===== config.mk =====
export PLATFORM = sky130hd
export DESIGN_NAME = adcpo_top
export DESIGN_NICKNAME = d
export VERILOG_FILES = /design/src/rtl/adcpo_pkg.sv /design/src/rtl/adcpo_buf2.sv /design/src/rtl/adcpo_decim.sv /design/src/rtl/adcpo_top.sv
export SDC_FILE = /design/constraint.sdc
export NUM_CORES = 1
export LEC_CHECK = 0
export BUFFER_PORTS_ARGS = -buffer_cell sky130_fd_sc_hd__clkbuf_2
export CORE_MARGIN = 2
export CORE_UTILIZATION = 41
export CTS_CLUSTER_SIZE = 12
export DETAILED_ROUTE_END_ITERATION = 8
export GPL_TIMING_DRIVEN = 0
export PLACE_DENSITY = 0.61
export SLEW_MARGIN = 5
export SYNTH_ARGS = -nofsm -noshare
export SYNTH_HDL_FRONTEND = slang
export SYNTH_HIERARCHICAL = 1
export SYNTH_SLANG_ARGS = --single-unit

===== constraint.sdc =====
create_clock -name CLK_SYS -period 5 [get_ports CLK_SYS]
set_clock_uncertainty 0.2 [all_clocks]
set_input_delay 1.5 -clock CLK_SYS [delete_from_list [all_inputs] [get_ports CLK_SYS]]
set_output_delay 1.5 -clock CLK_SYS [all_outputs]
set_load 0.01 [all_outputs]

===== src/rtl/adcpo_pkg.sv =====
// constants, word carrier and state codes for the parallel output block
package adcpo_pkg;
   localparam int ADCPO_RES_W = 18;           // result width on the bus
   localparam int ADCPO_DECIM = 32;           // modulator clocks per result
   localparam int ADCPO_HALF = 16;            // ready phase length, direct
   localparam int ADCPO_SETTLE_CNT = 46;      // ready cycles before settled
   localparam int ADCPO_SCALE_SHIFT = 12;     // ones count to code scaling
   localparam int ADCPO_MEM_DEPTH = 16;       // burst store entries
   localparam int ADCPO_PTR_W = 4;
   localparam int ADCPO_BUF_DEPTH = 2;        // elastic buffer entries
   localparam logic [5:0] ADCPO_SUM_FULL = 6'h20;
   localparam logic [5:0] ADCPO_SUM_EMPTY = 6'h00;
   localparam logic [19:0] ADCPO_SUM_MID = 20'h00020;
   localparam logic [17:0] ADCPO_POS_FS = 18'h1FFFF;
   localparam logic [17:0] ADCPO_DOUT_RST = 18'h00000;
   localparam logic [4:0] ADCPO_DEC_LAST = 5'h1F;
   localparam logic [8:0] ADCPO_HALF_T = 9'h010;
   localparam logic [5:0] ADCPO_SETTLE_T = 6'h2E;
   localparam int ADCPO_LEN_SHIFT = 5;        // times 32 clocks
   localparam logic [8:0] ADCPO_SYNC_WAIT = 9'h002; // pins through syncs
   // sync vector {sel[2:0], buffer_en, powerdown_n, cs_n, rd_n}
   localparam logic [6:0] ADCPO_SYNC_RST = 7'h07;

   typedef struct packed {
      logic [ADCPO_RES_W-1:0] data;
      logic ovr;
   } adcpo_word_s;

   typedef enum logic [1:0] {
      ADCPO_ST_RESTART = 2'b00,
      ADCPO_ST_DIRECT = 2'b01,
      ADCPO_ST_FIRST = 2'b10,
      ADCPO_ST_BURST = 2'b11
   } adcpo_state_e;
endpackage : adcpo_pkg


===== src/rtl/adcpo_buf2.sv =====
// two entry elastic buffer with valid and ready on both sides
`timescale 1ns/10ps
module adcpo_buf2
   import adcpo_pkg::*;
#(
   parameter int W = $bits(adcpo_word_s),
   parameter int DEPTH = ADCPO_BUF_DEPTH
)(
   input wire logic clk,
   input wire logic resetn,
   input wire logic run,
   input wire logic in_valid,
   output logic in_ready,
   input wire logic [W-1:0] in_data,
   output logic out_valid,
   input wire logic out_ready,
   output logic [W-1:0] out_data
);
   localparam int PW = $clog2(DEPTH);
   logic [W-1:0] mem_ff [DEPTH];
   logic [W-1:0] nxt_mem [DEPTH];
   logic [PW-1:0] wr_ff, nxt_wr, rd_ff, nxt_rd;
   logic [PW:0] cnt_ff, nxt_cnt;
   logic push, pop;

   assign in_ready = (cnt_ff != (PW+1)'(DEPTH));
   assign out_valid = (cnt_ff != '0);
   assign out_data = mem_ff[rd_ff];

   // pointer and occupancy update; both sides may move in one cycle
   always_comb begin
      push = run && in_valid && in_ready;
      pop = run && out_valid && out_ready;
      nxt_mem = mem_ff;
      nxt_wr = wr_ff;
      nxt_rd = rd_ff;
      nxt_cnt = cnt_ff;
      if (push) begin
         nxt_mem[wr_ff] = in_data;
         nxt_wr = wr_ff + 1'b1;
      end
      if (pop) begin
         nxt_rd = rd_ff + 1'b1;
      end
      if (push && !pop) begin
         nxt_cnt = cnt_ff + 1'b1;
      end else if (pop && !push) begin
         nxt_cnt = cnt_ff - 1'b1;
      end
   end

   always_ff @(posedge clk or negedge resetn) begin
      if (!resetn) begin
         for (int i = 0; i < DEPTH; i++) begin
            mem_ff[i] <= '0;
         end
         wr_ff <= '0;
         rd_ff <= '0;
         cnt_ff <= '0;
      end else begin
         mem_ff <= nxt_mem;
         wr_ff <= nxt_wr;
         rd_ff <= nxt_rd;
         cnt_ff <= nxt_cnt;
      end
   end
endmodule : adcpo_buf2


===== src/rtl/adcpo_decim.sv =====
// integrate and dump decimator, one result per 32 modulator clocks
`timescale 1ns/10ps
module adcpo_decim
   import adcpo_pkg::*;
(
   input wire logic clk,
   input wire logic resetn,
   input wire logic run,
   input wire logic mod_bit,
   input wire logic out_ready,
   output logic out_valid,
   output adcpo_word_s out_word
);
   logic [4:0] cnt_ff, nxt_cnt;
   logic [5:0] ones_ff, nxt_ones;
   logic valid_ff, nxt_valid;
   adcpo_word_s word_ff, nxt_word;
   logic [5:0] sum;
   logic [19:0] scaled;

   // count ones over the window; a held word is kept until taken
   always_comb begin
      nxt_cnt = cnt_ff;
      nxt_ones = ones_ff;
      nxt_valid = valid_ff;
      nxt_word = word_ff;
      sum = ones_ff + {5'h00, mod_bit};
      scaled = ((20'(sum) << 1) - ADCPO_SUM_MID) << ADCPO_SCALE_SHIFT;
      if (run) begin
         nxt_cnt = cnt_ff + 5'h01;
         nxt_ones = sum;
         if (valid_ff && out_ready) begin
            nxt_valid = 1'b0;
         end
         if (cnt_ff == ADCPO_DEC_LAST) begin
            nxt_ones = 6'h00;
            // the buffer stalls only if the reader lags two words
            if (!valid_ff || out_ready) begin
               nxt_valid = 1'b1;
               nxt_word.data = (sum == ADCPO_SUM_FULL) ? ADCPO_POS_FS
                             : scaled[ADCPO_RES_W-1:0];
               // modulator pinned at either rail means out of range
               nxt_word.ovr = (sum == ADCPO_SUM_FULL) ||
                              (sum == ADCPO_SUM_EMPTY);
            end
         end
      end
   end

   // filter state is cleared by the reset pin
   always_ff @(posedge clk or negedge resetn) begin
      if (!resetn) begin
         cnt_ff <= 5'h00;
         ones_ff <= 6'h00;
         valid_ff <= 1'b0;
         word_ff <= '0;
      end else begin
         cnt_ff <= nxt_cnt;
         ones_ff <= nxt_ones;
         valid_ff <= nxt_valid;
         word_ff <= nxt_word;
      end
   end

   assign out_valid = valid_ff;
   assign out_word = word_ff;
endmodule : adcpo_decim


===== src/rtl/adcpo_top.sv =====
// parallel result port: decimator, buffering, ready strobe and bus drive
`timescale 1ns/10ps
module adcpo_top
   import adcpo_pkg::*;
(
   input wire logic CLK_SYS,
   input wire logic RESETN,
   input wire logic CLK_EN,
   input wire logic MOD_BIT,
   input wire logic POWERDOWN_N,
   input wire logic BUFFER_EN,
   input wire logic [2:0] BUFFER_DEPTH_SEL,
   input wire logic RD_N,
   input wire logic CS_N,
   output logic SAMPLE_READY_N,
   output logic [ADCPO_RES_W-1:0] DOUT_O,
   output logic DOUT_OE,
   output logic OVER_RANGE_FLAG,
   output logic DATA_SETTLED
);
   // true on the last cycle of a window of len clocks
   function automatic logic adcpo_last(input logic [8:0] t,
                                       input logic [8:0] len);
      return t == (len - 9'h001);
   endfunction : adcpo_last

   // pin synchronisers, two stages each
   logic [6:0] pins, sync1_ff, sync2_ff;
   assign pins = {BUFFER_DEPTH_SEL, BUFFER_EN, POWERDOWN_N, CS_N, RD_N};
   genvar g;
   generate
      for (g = 0; g < 7; g++) begin : g_sync
         always_ff @(posedge CLK_SYS or negedge RESETN) begin
            if (!RESETN) begin
               sync1_ff[g] <= ADCPO_SYNC_RST[g];
               sync2_ff[g] <= ADCPO_SYNC_RST[g];
            end else if (CLK_EN) begin
               sync1_ff[g] <= pins[g];
               sync2_ff[g] <= sync1_ff[g];
            end
         end
      end
   endgenerate

   logic rd_s, cs_s, pd_s, buf_en_s;
   logic [3:0] readings_per_burst;
   logic [8:0] burst_len, first_len;
   logic run;
   assign rd_s = sync2_ff[0];
   assign cs_s = sync2_ff[1];
   assign pd_s = sync2_ff[2];
   assign buf_en_s = sync2_ff[3];
   // level code 0..7 gives 1..8 readings per burst
   assign readings_per_burst = {1'b0, sync2_ff[6:4]} + 4'h1;
   assign burst_len = 9'(readings_per_burst) << ADCPO_LEN_SHIFT;
   assign first_len = burst_len + 9'(ADCPO_DECIM);
   // power down freezes the whole datapath, like the clock enable
   assign run = CLK_EN && pd_s;

   // decimator and elastic buffer in the data path
   logic dec_valid, dec_ready, buf_valid, buf_ready;
   adcpo_word_s dec_word, buf_word;

   adcpo_decim u_decim (
      .clk(CLK_SYS),
      .resetn(RESETN),
      .run(run),
      .mod_bit(MOD_BIT),
      .out_ready(dec_ready),
      .out_valid(dec_valid),
      .out_word(dec_word)
   );

   adcpo_buf2 u_buf (
      .clk(CLK_SYS),
      .resetn(RESETN),
      .run(run),
      .in_valid(dec_valid),
      .in_ready(dec_ready),
      .in_data(dec_word),
      .out_valid(buf_valid),
      .out_ready(buf_ready),
      .out_data(buf_word)
   );

   // sequencing and output state
   adcpo_state_e state_ff, nxt_state;
   logic [8:0] timer_ff, nxt_timer;
   logic ready_ff, nxt_ready;
   logic [ADCPO_RES_W-1:0] dout_ff, nxt_dout;
   logic ovr_ff, nxt_ovr;
   logic oe_ff, nxt_oe;
   logic [5:0] settle_ff, nxt_settle;
   logic settled_ff, nxt_settled;
   logic rd_prev_ff, nxt_rd_prev;
   logic [3:0] avail_ff, nxt_avail;
   adcpo_word_s mem_ff [ADCPO_MEM_DEPTH];
   adcpo_word_s nxt_mem [ADCPO_MEM_DEPTH];
   logic [ADCPO_PTR_W-1:0] wr_ff, nxt_wr, rdp_ff, nxt_rdp;
   logic [ADCPO_PTR_W:0] cnt_ff, nxt_cnt;
   logic rd_fall, store_push, store_pop, cycle_start;
   adcpo_word_s head_word;

   assign head_word = mem_ff[rdp_ff];
   assign rd_fall = rd_prev_ff && !rd_s;

   // direct mode pops only at the falling strobe; burst mode fills store
   assign buf_ready = (state_ff == ADCPO_ST_DIRECT) ? (timer_ff == 9'h000)
      : (state_ff == ADCPO_ST_RESTART) ? 1'b0
      : (cnt_ff != (ADCPO_PTR_W+1)'(ADCPO_MEM_DEPTH));

   always_comb begin
      nxt_state = state_ff;
      nxt_timer = timer_ff;
      nxt_ready = ready_ff;
      nxt_dout = dout_ff;
      nxt_ovr = ovr_ff;
      nxt_settle = settle_ff;
      nxt_settled = settled_ff;
      nxt_rd_prev = rd_prev_ff;
      nxt_avail = avail_ff;
      nxt_mem = mem_ff;
      nxt_wr = wr_ff;
      nxt_rdp = rdp_ff;
      nxt_cnt = cnt_ff;
      nxt_oe = oe_ff;
      store_push = 1'b0;
      store_pop = 1'b0;
      cycle_start = 1'b0;
      if (run) begin
         nxt_oe = !rd_s && !cs_s;
         nxt_rd_prev = rd_s;
         nxt_timer = timer_ff + 9'h001;
         case (state_ff)
            ADCPO_ST_RESTART: begin
               // wait out the pin syncs so their reset values pick no mode
               nxt_ready = 1'b1;
               nxt_cnt = '0;
               nxt_wr = '0;
               nxt_rdp = '0;
               nxt_avail = 4'h0;
               if (timer_ff >= ADCPO_SYNC_WAIT) begin
                  nxt_timer = 9'h000;
                  nxt_state = buf_en_s ? ADCPO_ST_FIRST : ADCPO_ST_DIRECT;
               end
            end
            ADCPO_ST_DIRECT: begin
               if (timer_ff == 9'h000) begin
                  nxt_ready = 1'b0;
                  cycle_start = 1'b1;
                  if (buf_valid) begin
                     nxt_dout = buf_word.data;
                     nxt_ovr = buf_word.ovr;
                  end
               end else if (timer_ff == ADCPO_HALF_T) begin
                  nxt_ready = 1'b1;
               end
               if (adcpo_last(timer_ff, 9'(ADCPO_DECIM))) begin
                  nxt_timer = 9'h000;
               end
               if (buf_en_s) begin
                  nxt_state = ADCPO_ST_RESTART;
               end
            end
            ADCPO_ST_FIRST: begin
               if (adcpo_last(timer_ff, first_len)) begin
                  nxt_ready = 1'b0;
                  nxt_timer = 9'h000;
                  nxt_avail = readings_per_burst;
                  cycle_start = 1'b1;
                  nxt_state = ADCPO_ST_BURST;
               end
            end
            ADCPO_ST_BURST: begin
               nxt_ready = 1'b0;
               if (adcpo_last(timer_ff, burst_len)) begin
                  nxt_ready = 1'b1;
                  nxt_timer = 9'h000;
                  nxt_avail = readings_per_burst;
                  cycle_start = 1'b1;
               end
            end
            default: begin
               nxt_state = ADCPO_ST_RESTART;
            end
         endcase
         if ((state_ff == ADCPO_ST_FIRST || state_ff == ADCPO_ST_BURST)
             && !buf_en_s) begin
            nxt_state = ADCPO_ST_RESTART;
         end
         // burst store: fill from the buffer, drain one per read pulse
         if (state_ff == ADCPO_ST_FIRST || state_ff == ADCPO_ST_BURST) begin
            store_push = buf_valid && buf_ready;
            store_pop = (state_ff == ADCPO_ST_BURST) && rd_fall
                        && avail_ff != 4'h0 && cnt_ff != '0;
            if (store_push) begin
               nxt_mem[wr_ff] = buf_word;
               nxt_wr = wr_ff + 1'b1;
            end
            if (store_pop) begin
               nxt_dout = head_word.data;
               nxt_ovr = head_word.ovr;
               nxt_rdp = rdp_ff + 1'b1;
               if (!adcpo_last(timer_ff, burst_len)) begin
                  nxt_avail = avail_ff - 4'h1;
               end
            end
            if (store_push && !store_pop) begin
               nxt_cnt = cnt_ff + 1'b1;
            end else if (store_pop && !store_push) begin
               nxt_cnt = cnt_ff - 1'b1;
            end
         end
         // early words are flagged unsettled until enough strobe cycles
         if (cycle_start && !settled_ff) begin
            nxt_settle = settle_ff + 6'h01;
            nxt_settled = (settle_ff + 6'h01) == ADCPO_SETTLE_T;
         end
      end else if (!pd_s) begin
         nxt_oe = 1'b0;
      end
   end

   // the reset pin forces the strobe high and the bus low at once
   always_ff @(posedge CLK_SYS or negedge RESETN) begin
      if (!RESETN) begin
         state_ff <= ADCPO_ST_RESTART;
         timer_ff <= 9'h000;
         ready_ff <= 1'b1;
         dout_ff <= ADCPO_DOUT_RST;
         ovr_ff <= 1'b0;
         oe_ff <= 1'b0;
         settle_ff <= 6'h00;
         settled_ff <= 1'b0;
         rd_prev_ff <= 1'b1;
         avail_ff <= 4'h0;
         for (int i = 0; i < ADCPO_MEM_DEPTH; i++) begin
            mem_ff[i] <= '0;
         end
         wr_ff <= '0;
         rdp_ff <= '0;
         cnt_ff <= '0;
      end else begin
         state_ff <= nxt_state;
         timer_ff <= nxt_timer;
         ready_ff <= nxt_ready;
         dout_ff <= nxt_dout;
         ovr_ff <= nxt_ovr;
         oe_ff <= nxt_oe;
         settle_ff <= nxt_settle;
         settled_ff <= nxt_settled;
         rd_prev_ff <= nxt_rd_prev;
         avail_ff <= nxt_avail;
         mem_ff <= nxt_mem;
         wr_ff <= nxt_wr;
         rdp_ff <= nxt_rdp;
         cnt_ff <= nxt_cnt;
      end
   end

   assign SAMPLE_READY_N = ready_ff;
   assign DOUT_O = dout_ff;
   assign DOUT_OE = oe_ff;
   assign OVER_RANGE_FLAG = ovr_ff;
   assign DATA_SETTLED = settled_ff;

   // helper: length of the current low phase of the strobe
   logic [8:0] low_len_ff;
   always_ff @(posedge CLK_SYS or negedge RESETN) begin
      if (!RESETN) begin
         low_len_ff <= 9'h000;
      end else if (run) begin
         low_len_ff <= ready_ff ? 9'h000 : low_len_ff + 9'h001;
      end
   end
endmodule : adcpo_top


# Word-level counts from Yosys, hierarchy flattened

Index checks and enable logic that the tools add are counted.

Bits in registers: 448
Input port bits: 11
Output and inout port bits: 22
Word-level logic and storage cells: 230

Add/sub/neg operators: 18
$lt $le $gt $ge: 7
Eq/ne operators: 18
Multiplexer cells: 69
Bitwise operators: 4
Reductions and logical operators: 45

Operators by type and width:

| operator            | count |
|---|---|
| $bwmux 304          | 1 |
| $mux 19             | 7 |
| $mux 18             | 6 |
| $bmux 19 s4         | 1 |
| $demux 19 s4        | 1 |
| $mux 4              | 11 |
| $bwmux 38           | 1 |
| $mux 9              | 4 |
| $pmux 9 s4          | 1 |
| $logic_and 1x1->1   | 20 |
| $mux 5              | 4 |
| $demux 19 s1        | 1 |
| $mux 1              | 19 |
| $eq 9x5->1 const B  | 2 |
| $eq 9x9->1          | 2 |
| $sub 9x1->9 const B | 2 |
| $mux 2              | 7 |
| $eq 6x6->1 const B  | 2 |
| $pmux 4 s3          | 1 |
| $add 5x1->5 const B | 2 |
| $ge 5x5->1 const B  | 2 |
| $not 4->5           | 2 |
| $add 9x1->9 const B | 1 |
| $add 9x6->9 const B | 1 |
| 39 further kinds    | 60 |

# Longest topological paths before layout

Word-level depth: 9
Mapped depth: 11
Mapped depth without buffers: 9

# By module

The synthesis kept the hierarchy.

Modules (own cells, without submodules):

| module      | times used | cells each | area an instance (µm²) | seq. area each (µm²) |
|---|---|---|---|---|
| adcpo_top   | 1          | 1,237      | 17,745.8               | 9,394.0 |
| adcpo_buf2  | 1          | 117        | 1,906.8                | 1,051.0 |
| adcpo_decim | 1          | 102        | 1,014.7                | 475.5 |

# Worst setup path after synthesis

Ideal clock, no wire load.

Kind: input to register
Start point: input port CLK_EN
End point: register u_decim.word_ff, in the netlist u_decim/out_word[17]
Library setup time: 0.119 ns
Arrival time: 3.570 ns
Required time: 4.681 ns
Path slack: 1.111 ns
Cell stages on the path: 10
Path buffers: 4
Cells stage by stage: buf_2 > nand2_1 > clkinv_1 > clkbuf_1 > clkbuf_1 > clkbuf_1 > nand2_1 > a21oi_1 > o211ai_1 > o21a_1

Longest elaborated chain between the ends: 2

RTL lines:

| what                       | line              | RTL |
|---|---|---|
| start, declared            | adcpo_top.sv:8    | `input wire logic CLK_EN,` |
| $logic_and 1x1->1          | adcpo_top.sv:58   | `assign run = CLK_EN && pd_s;` |
| named net run              | adcpo_top.sv:48   | `logic run;` |
| $reduce_and 3->1 (no line) | n/a               |  |
| end signal, assigned       | adcpo_decim.sv:61 | `word_ff <= nxt_word;` |
| end, declared              | adcpo_decim.sv:17 | `adcpo_word_s word_ff, nxt_word;` |

The timed path passes the listed nets, and every way through them passes these cells.
A chain may end at the register's enable or synchronous reset.

# Worst setup path in the final report

Same ends and word-level chain as after synthesis.

==> run_results.csv <==
group,metric,value,unit
status,outcome,"complete, no violations",
power,p_seq_share,45.8,%
worst_setup_path,path_cells,"buf_2 > nand2_1 > clkinv_1 > clkbuf_1 > clkbuf_1 > clkbuf_1 > nand2_1 > a21oi_1 > o211ai_1 > o21a_1",
yosys,syn_area_per_cell,14.19,um^2
cells_and_area,diodes,0,
sta,setup_slack,528.7,ps
cells_and_area,drive_gt1_share,41.17,%
yosys,synth_xor_xnor_area_share,1.102,%
route,first_pass_iters,5,
clocking,clock_path_buffers,3,
worst_setup_path,crit_type,"in2reg",
grt,top_usage_layer,"met2",
power,vdd_drop_max,220.0,uV
grt,met2_usage,28.92,%
yosys,syn_area,0.02067,mm^2
worst_setup_path,reg2reg_to,"u_decim/out_word[17]",
floorplanning,pin_count,33,
route,viasPerCell,5.464,
power,clkPwrFrac,40.6,%
placed_design,place_congestion,0.8514,
worst_hold_path,hp-class,"reg2reg",
grt,grt_usage,17.68,%
cells_and_area,area_growth,12.74,%
yosys,synth_edf_count,0,
placed_design,portBuffers,31,
sta,slew_headroom,25.36,%
floorplanning,rows,82,
sta,finalMaxSlewViolations,0,
grt,grt_pass1_vias,12960,
clocking,holdBufCountCts,0,
clocking,cts_resized,0,
clocking,cts.sinks,436,
sta,tightest_slew,1120,ps
cells_and_area,layout_commonest_cell,"dfrtp_1",
yosys,synth_fa_ha_area_share,1.392,%
sta,rsz0062_at_grt,"no",
power,p_int,0.006183,W
worst_setup_path,cp_max_fo,14,
worst_setup_path,r2r_slack,1130,ps
grt,use_met1,24.27,%
yosys,yosys.area_share.simple,5.430,%
yosys,synth-main-ff-cell,"dfrtp_1",
sta,finalHoldViolCount,0,
clocking,postCtsSetupRepairBufs,0,
route,drtAntennaViolNets,0,
worst_setup_path,crit_top_cell,"clkbuf_1",
run,cap_viol_max_count,0,
yosys,synthMuxAreaShare,31.52,%
power,combPwrFrac,13.7,%
cells_and_area,stdcell_count,2246,
yosys,synth_compound_area_share,4.734,%
grt,grt_pass1_wl,73.31,mm
floorplanning,start_util,41.36,%
grt,antenna_found_initial,0,
clocking,cts_htree_levels,2,
route,detail_route.wl_per_cell,19.92,um
worst_setup_path,critical_path.endpoint_type,"register",
sta,tns,0,ps
route,drt_wl_total,44.73,mm
floorplanning,coreArea,0.04997,mm^2
sta,setup_viol,0,
cells_and_area,fin_area,0.02330,mm^2
placed_design,pre_cts_ws,-114.0,ps
worst_hold_path,hold_start,"rd_prev_ff",
worst_setup_path,cp.arrival,4750,ps
placed_design,place_inst,2163,
grt,grt_max_degree,108,
power,leakagePower,10.93,nW
clocking,cts_tree,"built",
sta,min_period,4471,ps
worst_setup_path,cpPeakStageDelay,720,ps
yosys,yosys-top-cells-area,"dfrtp_1 52%, mux2_2 20%, mux4_2 10%",
clocking,clk_pin_slew,60,ps
yosys,yosysWarnings,6,
worst_setup_path,crit_slowest_cell,"clkbuf_1",
clocking,numCtsBuffers,47,
yosys,synth_top_area_share,51.82,%
yosys,synth_area_leader_cell,"dfrtp_1",
power,p_switching,0.002282,W
cells_and_area,nFillCells,4417,
worst_hold_path,whs_endpoint,"rd_prev_ff",
sta,max_freq,223.6,MHz
yosys,synthArstFlopShare,100.0,%
route,drt_iter0_drc,857,
worst_setup_path,r2r_start,"pd_s",
clocking,clk_latency,580,ps
floorplanning,die_h,228.5,um
clocking,root_buffer,"clkbuf_16",
floorplanning,die_area,0.05222,mm^2
worst_hold_path,worstHoldPathCells,2,
cells_and_area,final_nets,1574,
sta,final.period_utilization,89.43,%
yosys,syn_nets,1490,
yosys,syn_inst,1456,
route,via_count,12270,
worst_setup_path,required,5280,ps
worst_setup_path,r2r_cells,9,
placed_design,place_hpwl,31.61,mm
yosys,synth_cell_types,80,
yosys,ys_seq_area_share,52.84,%
worst_setup_path,start_kind,"input pin",
placed_design,postPlaceCellArea,0.02178,mm^2
power,power.density,363.3,mW/mm^2
grt,grt-ovfl-total,0,
cells_and_area,mostFrequentLayoutCells,"428 x dfrtp_1, 363 x mux2_2, 95 x mux4_2, 78 x clkbuf_1, 50 x nor2_1",
yosys,synth_seq_cells,436,
floorplanning,die_width,228.5,um
grt,use_met3,2.907,%
yosys,synth_top_family_by_area,"multiplexers",
power,swShare,26.96,%
sta,hold_slack,264.8,ps
route,drc_errors,0,
-- logic make-up (layout without fill, tap and decap cells) --
logic type | count (synthesis) | count (layout)
muxes | 481 | 481
DFF | 436 | 436
and+or+nand+nor | 207 | 207
AOI/OAI and AO/OA | 150 | 150
buffers and inverters | 133 | 251
xor gates and xnor gates | 26 | 26
adders and majority gates | 23 | 23
-- routing by layer --
layer | up-vias | share of wire, % | routed length (um)
li1 | 5562 | - | -
met1 | 6415 | 45 | 20290
met2 | 225 | 48 | 21510
met3 | 71 | 4.3 | 1921
met4 | 0 | 2.2 | 1004
met5 | - | 0 | 0
-- state kept, by name (all words and copies together) (netlist names), 2 cells and up --
| name | count |
|---|---|
| cnt_ff | 5 |
| u_buf/cnt_ff | 2 |
| u_buf/mem_ff | 38 |
| DOUT_O | 18 |
| settle_ff | 6 |
| state_ff | 2 |
| u_decim/ones_ff | 6 |
| mem_ff | 304 |
| sync1_ff | 7 |
| timer_ff | 9 |
| u_decim/out_word | 7 |
| wr_ff | 4 |
| avail_ff | 4 |
| u_decim/cnt_ff | 5 |
| rdp_ff | 4 |
| sync2_ff | 3 |
-- cell type report --
type                       instances  area, um^2  area share (%)
sequential                       436       10920           46.87
multi-input combinational        887        9131           39.19
clock buffer                      73        1396           5.993
tap                              672       840.8           3.608
buffer                           105       510.5           2.191
timing repair buffer              35       274.0           1.176
clock inverter                    10       122.6          0.5262
inverter                          28       105.1          0.4511
-- per-stage QoR --
| step | util (%) | total power [W] |
|---|---|---|
| after global routing | 46.63 | 0.008878 |
| after CTS | 46.63 | 0.008570 |
| after floorplan | - | 0.004691 |
| after detailed placement | 43.59 | 0.005090 |
| after global placement | 43.36 | 0.005055 |
| final | 46.63 | 0.008465 |
-- how the worst max path moves through the flow --
stage / start / slack (ps) / endpoint / cells past startpoint
6_report: CLK_EN / 530 / u_decim/out_word[17] / 10
5_1_grt: CLK_EN / 160 / u_decim/out_word[17] / 10
4_1_cts: CLK_EN / 530 / u_decim/out_word[17] / 10
3_5_place_dp: CLK_EN / -110 / u_decim/out_word[17] / 10
3_3_place_gp: RESETN / -7460 / mem_ff[78] / 1
2_1_floorplan: CLK_EN / 1110 / u_decim/out_word[17] / 10
-- synth_stat cells, types with 3 or more instances --
cell	instances
dfstp_2	8
mux2_4	10
mux2_2	363
o211ai_1	3
mux4_2	95
nand2_2	16
a221oi_1	3
a32o_1	4
ha_1	23
mux2i_1	7
a31oi_1	3
nand2_1	49
mux2_1	6
nand2b_1	5
o22ai_1	21
and3_1	5
nand3_1	21
inv_1	27
buf_1	7
a21oi_1	38
nor2_1	50
nor4_1	4
a211oi_1	4
o31a_1	3
a21o_1	5
clkbuf_1	62
xor2_1	10
a22o_1	6
a311oi_1	3
xnor2_1	16
or3_1	3
nand3b_1	3
nand4_1	6
o21ai_0	33
nor3_1	19
buf_4	14
buf_2	17
dfrtp_1	428
o2111ai_1	3
-- power groups by stage --
stage	Clock (W)	Combinational, W	Sequential, W
finish	0.00343	0.00116	0.00387
global route	0.00368	0.00130	0.00390
CTS	0.00353	0.00116	0.00387
detailed placement	0	0.00116	0.00393
global placement	0	0.00112	0.00393
floorplan	0	0.000778	0.00391
-- worst max-delay path, delay by kind of cell --
family          cells  cell delay [ps]
compound gates      3              730
buf+inv             5             2090
simple gates        2              420
No activity file was read; power rests on OpenSTA's default activity.
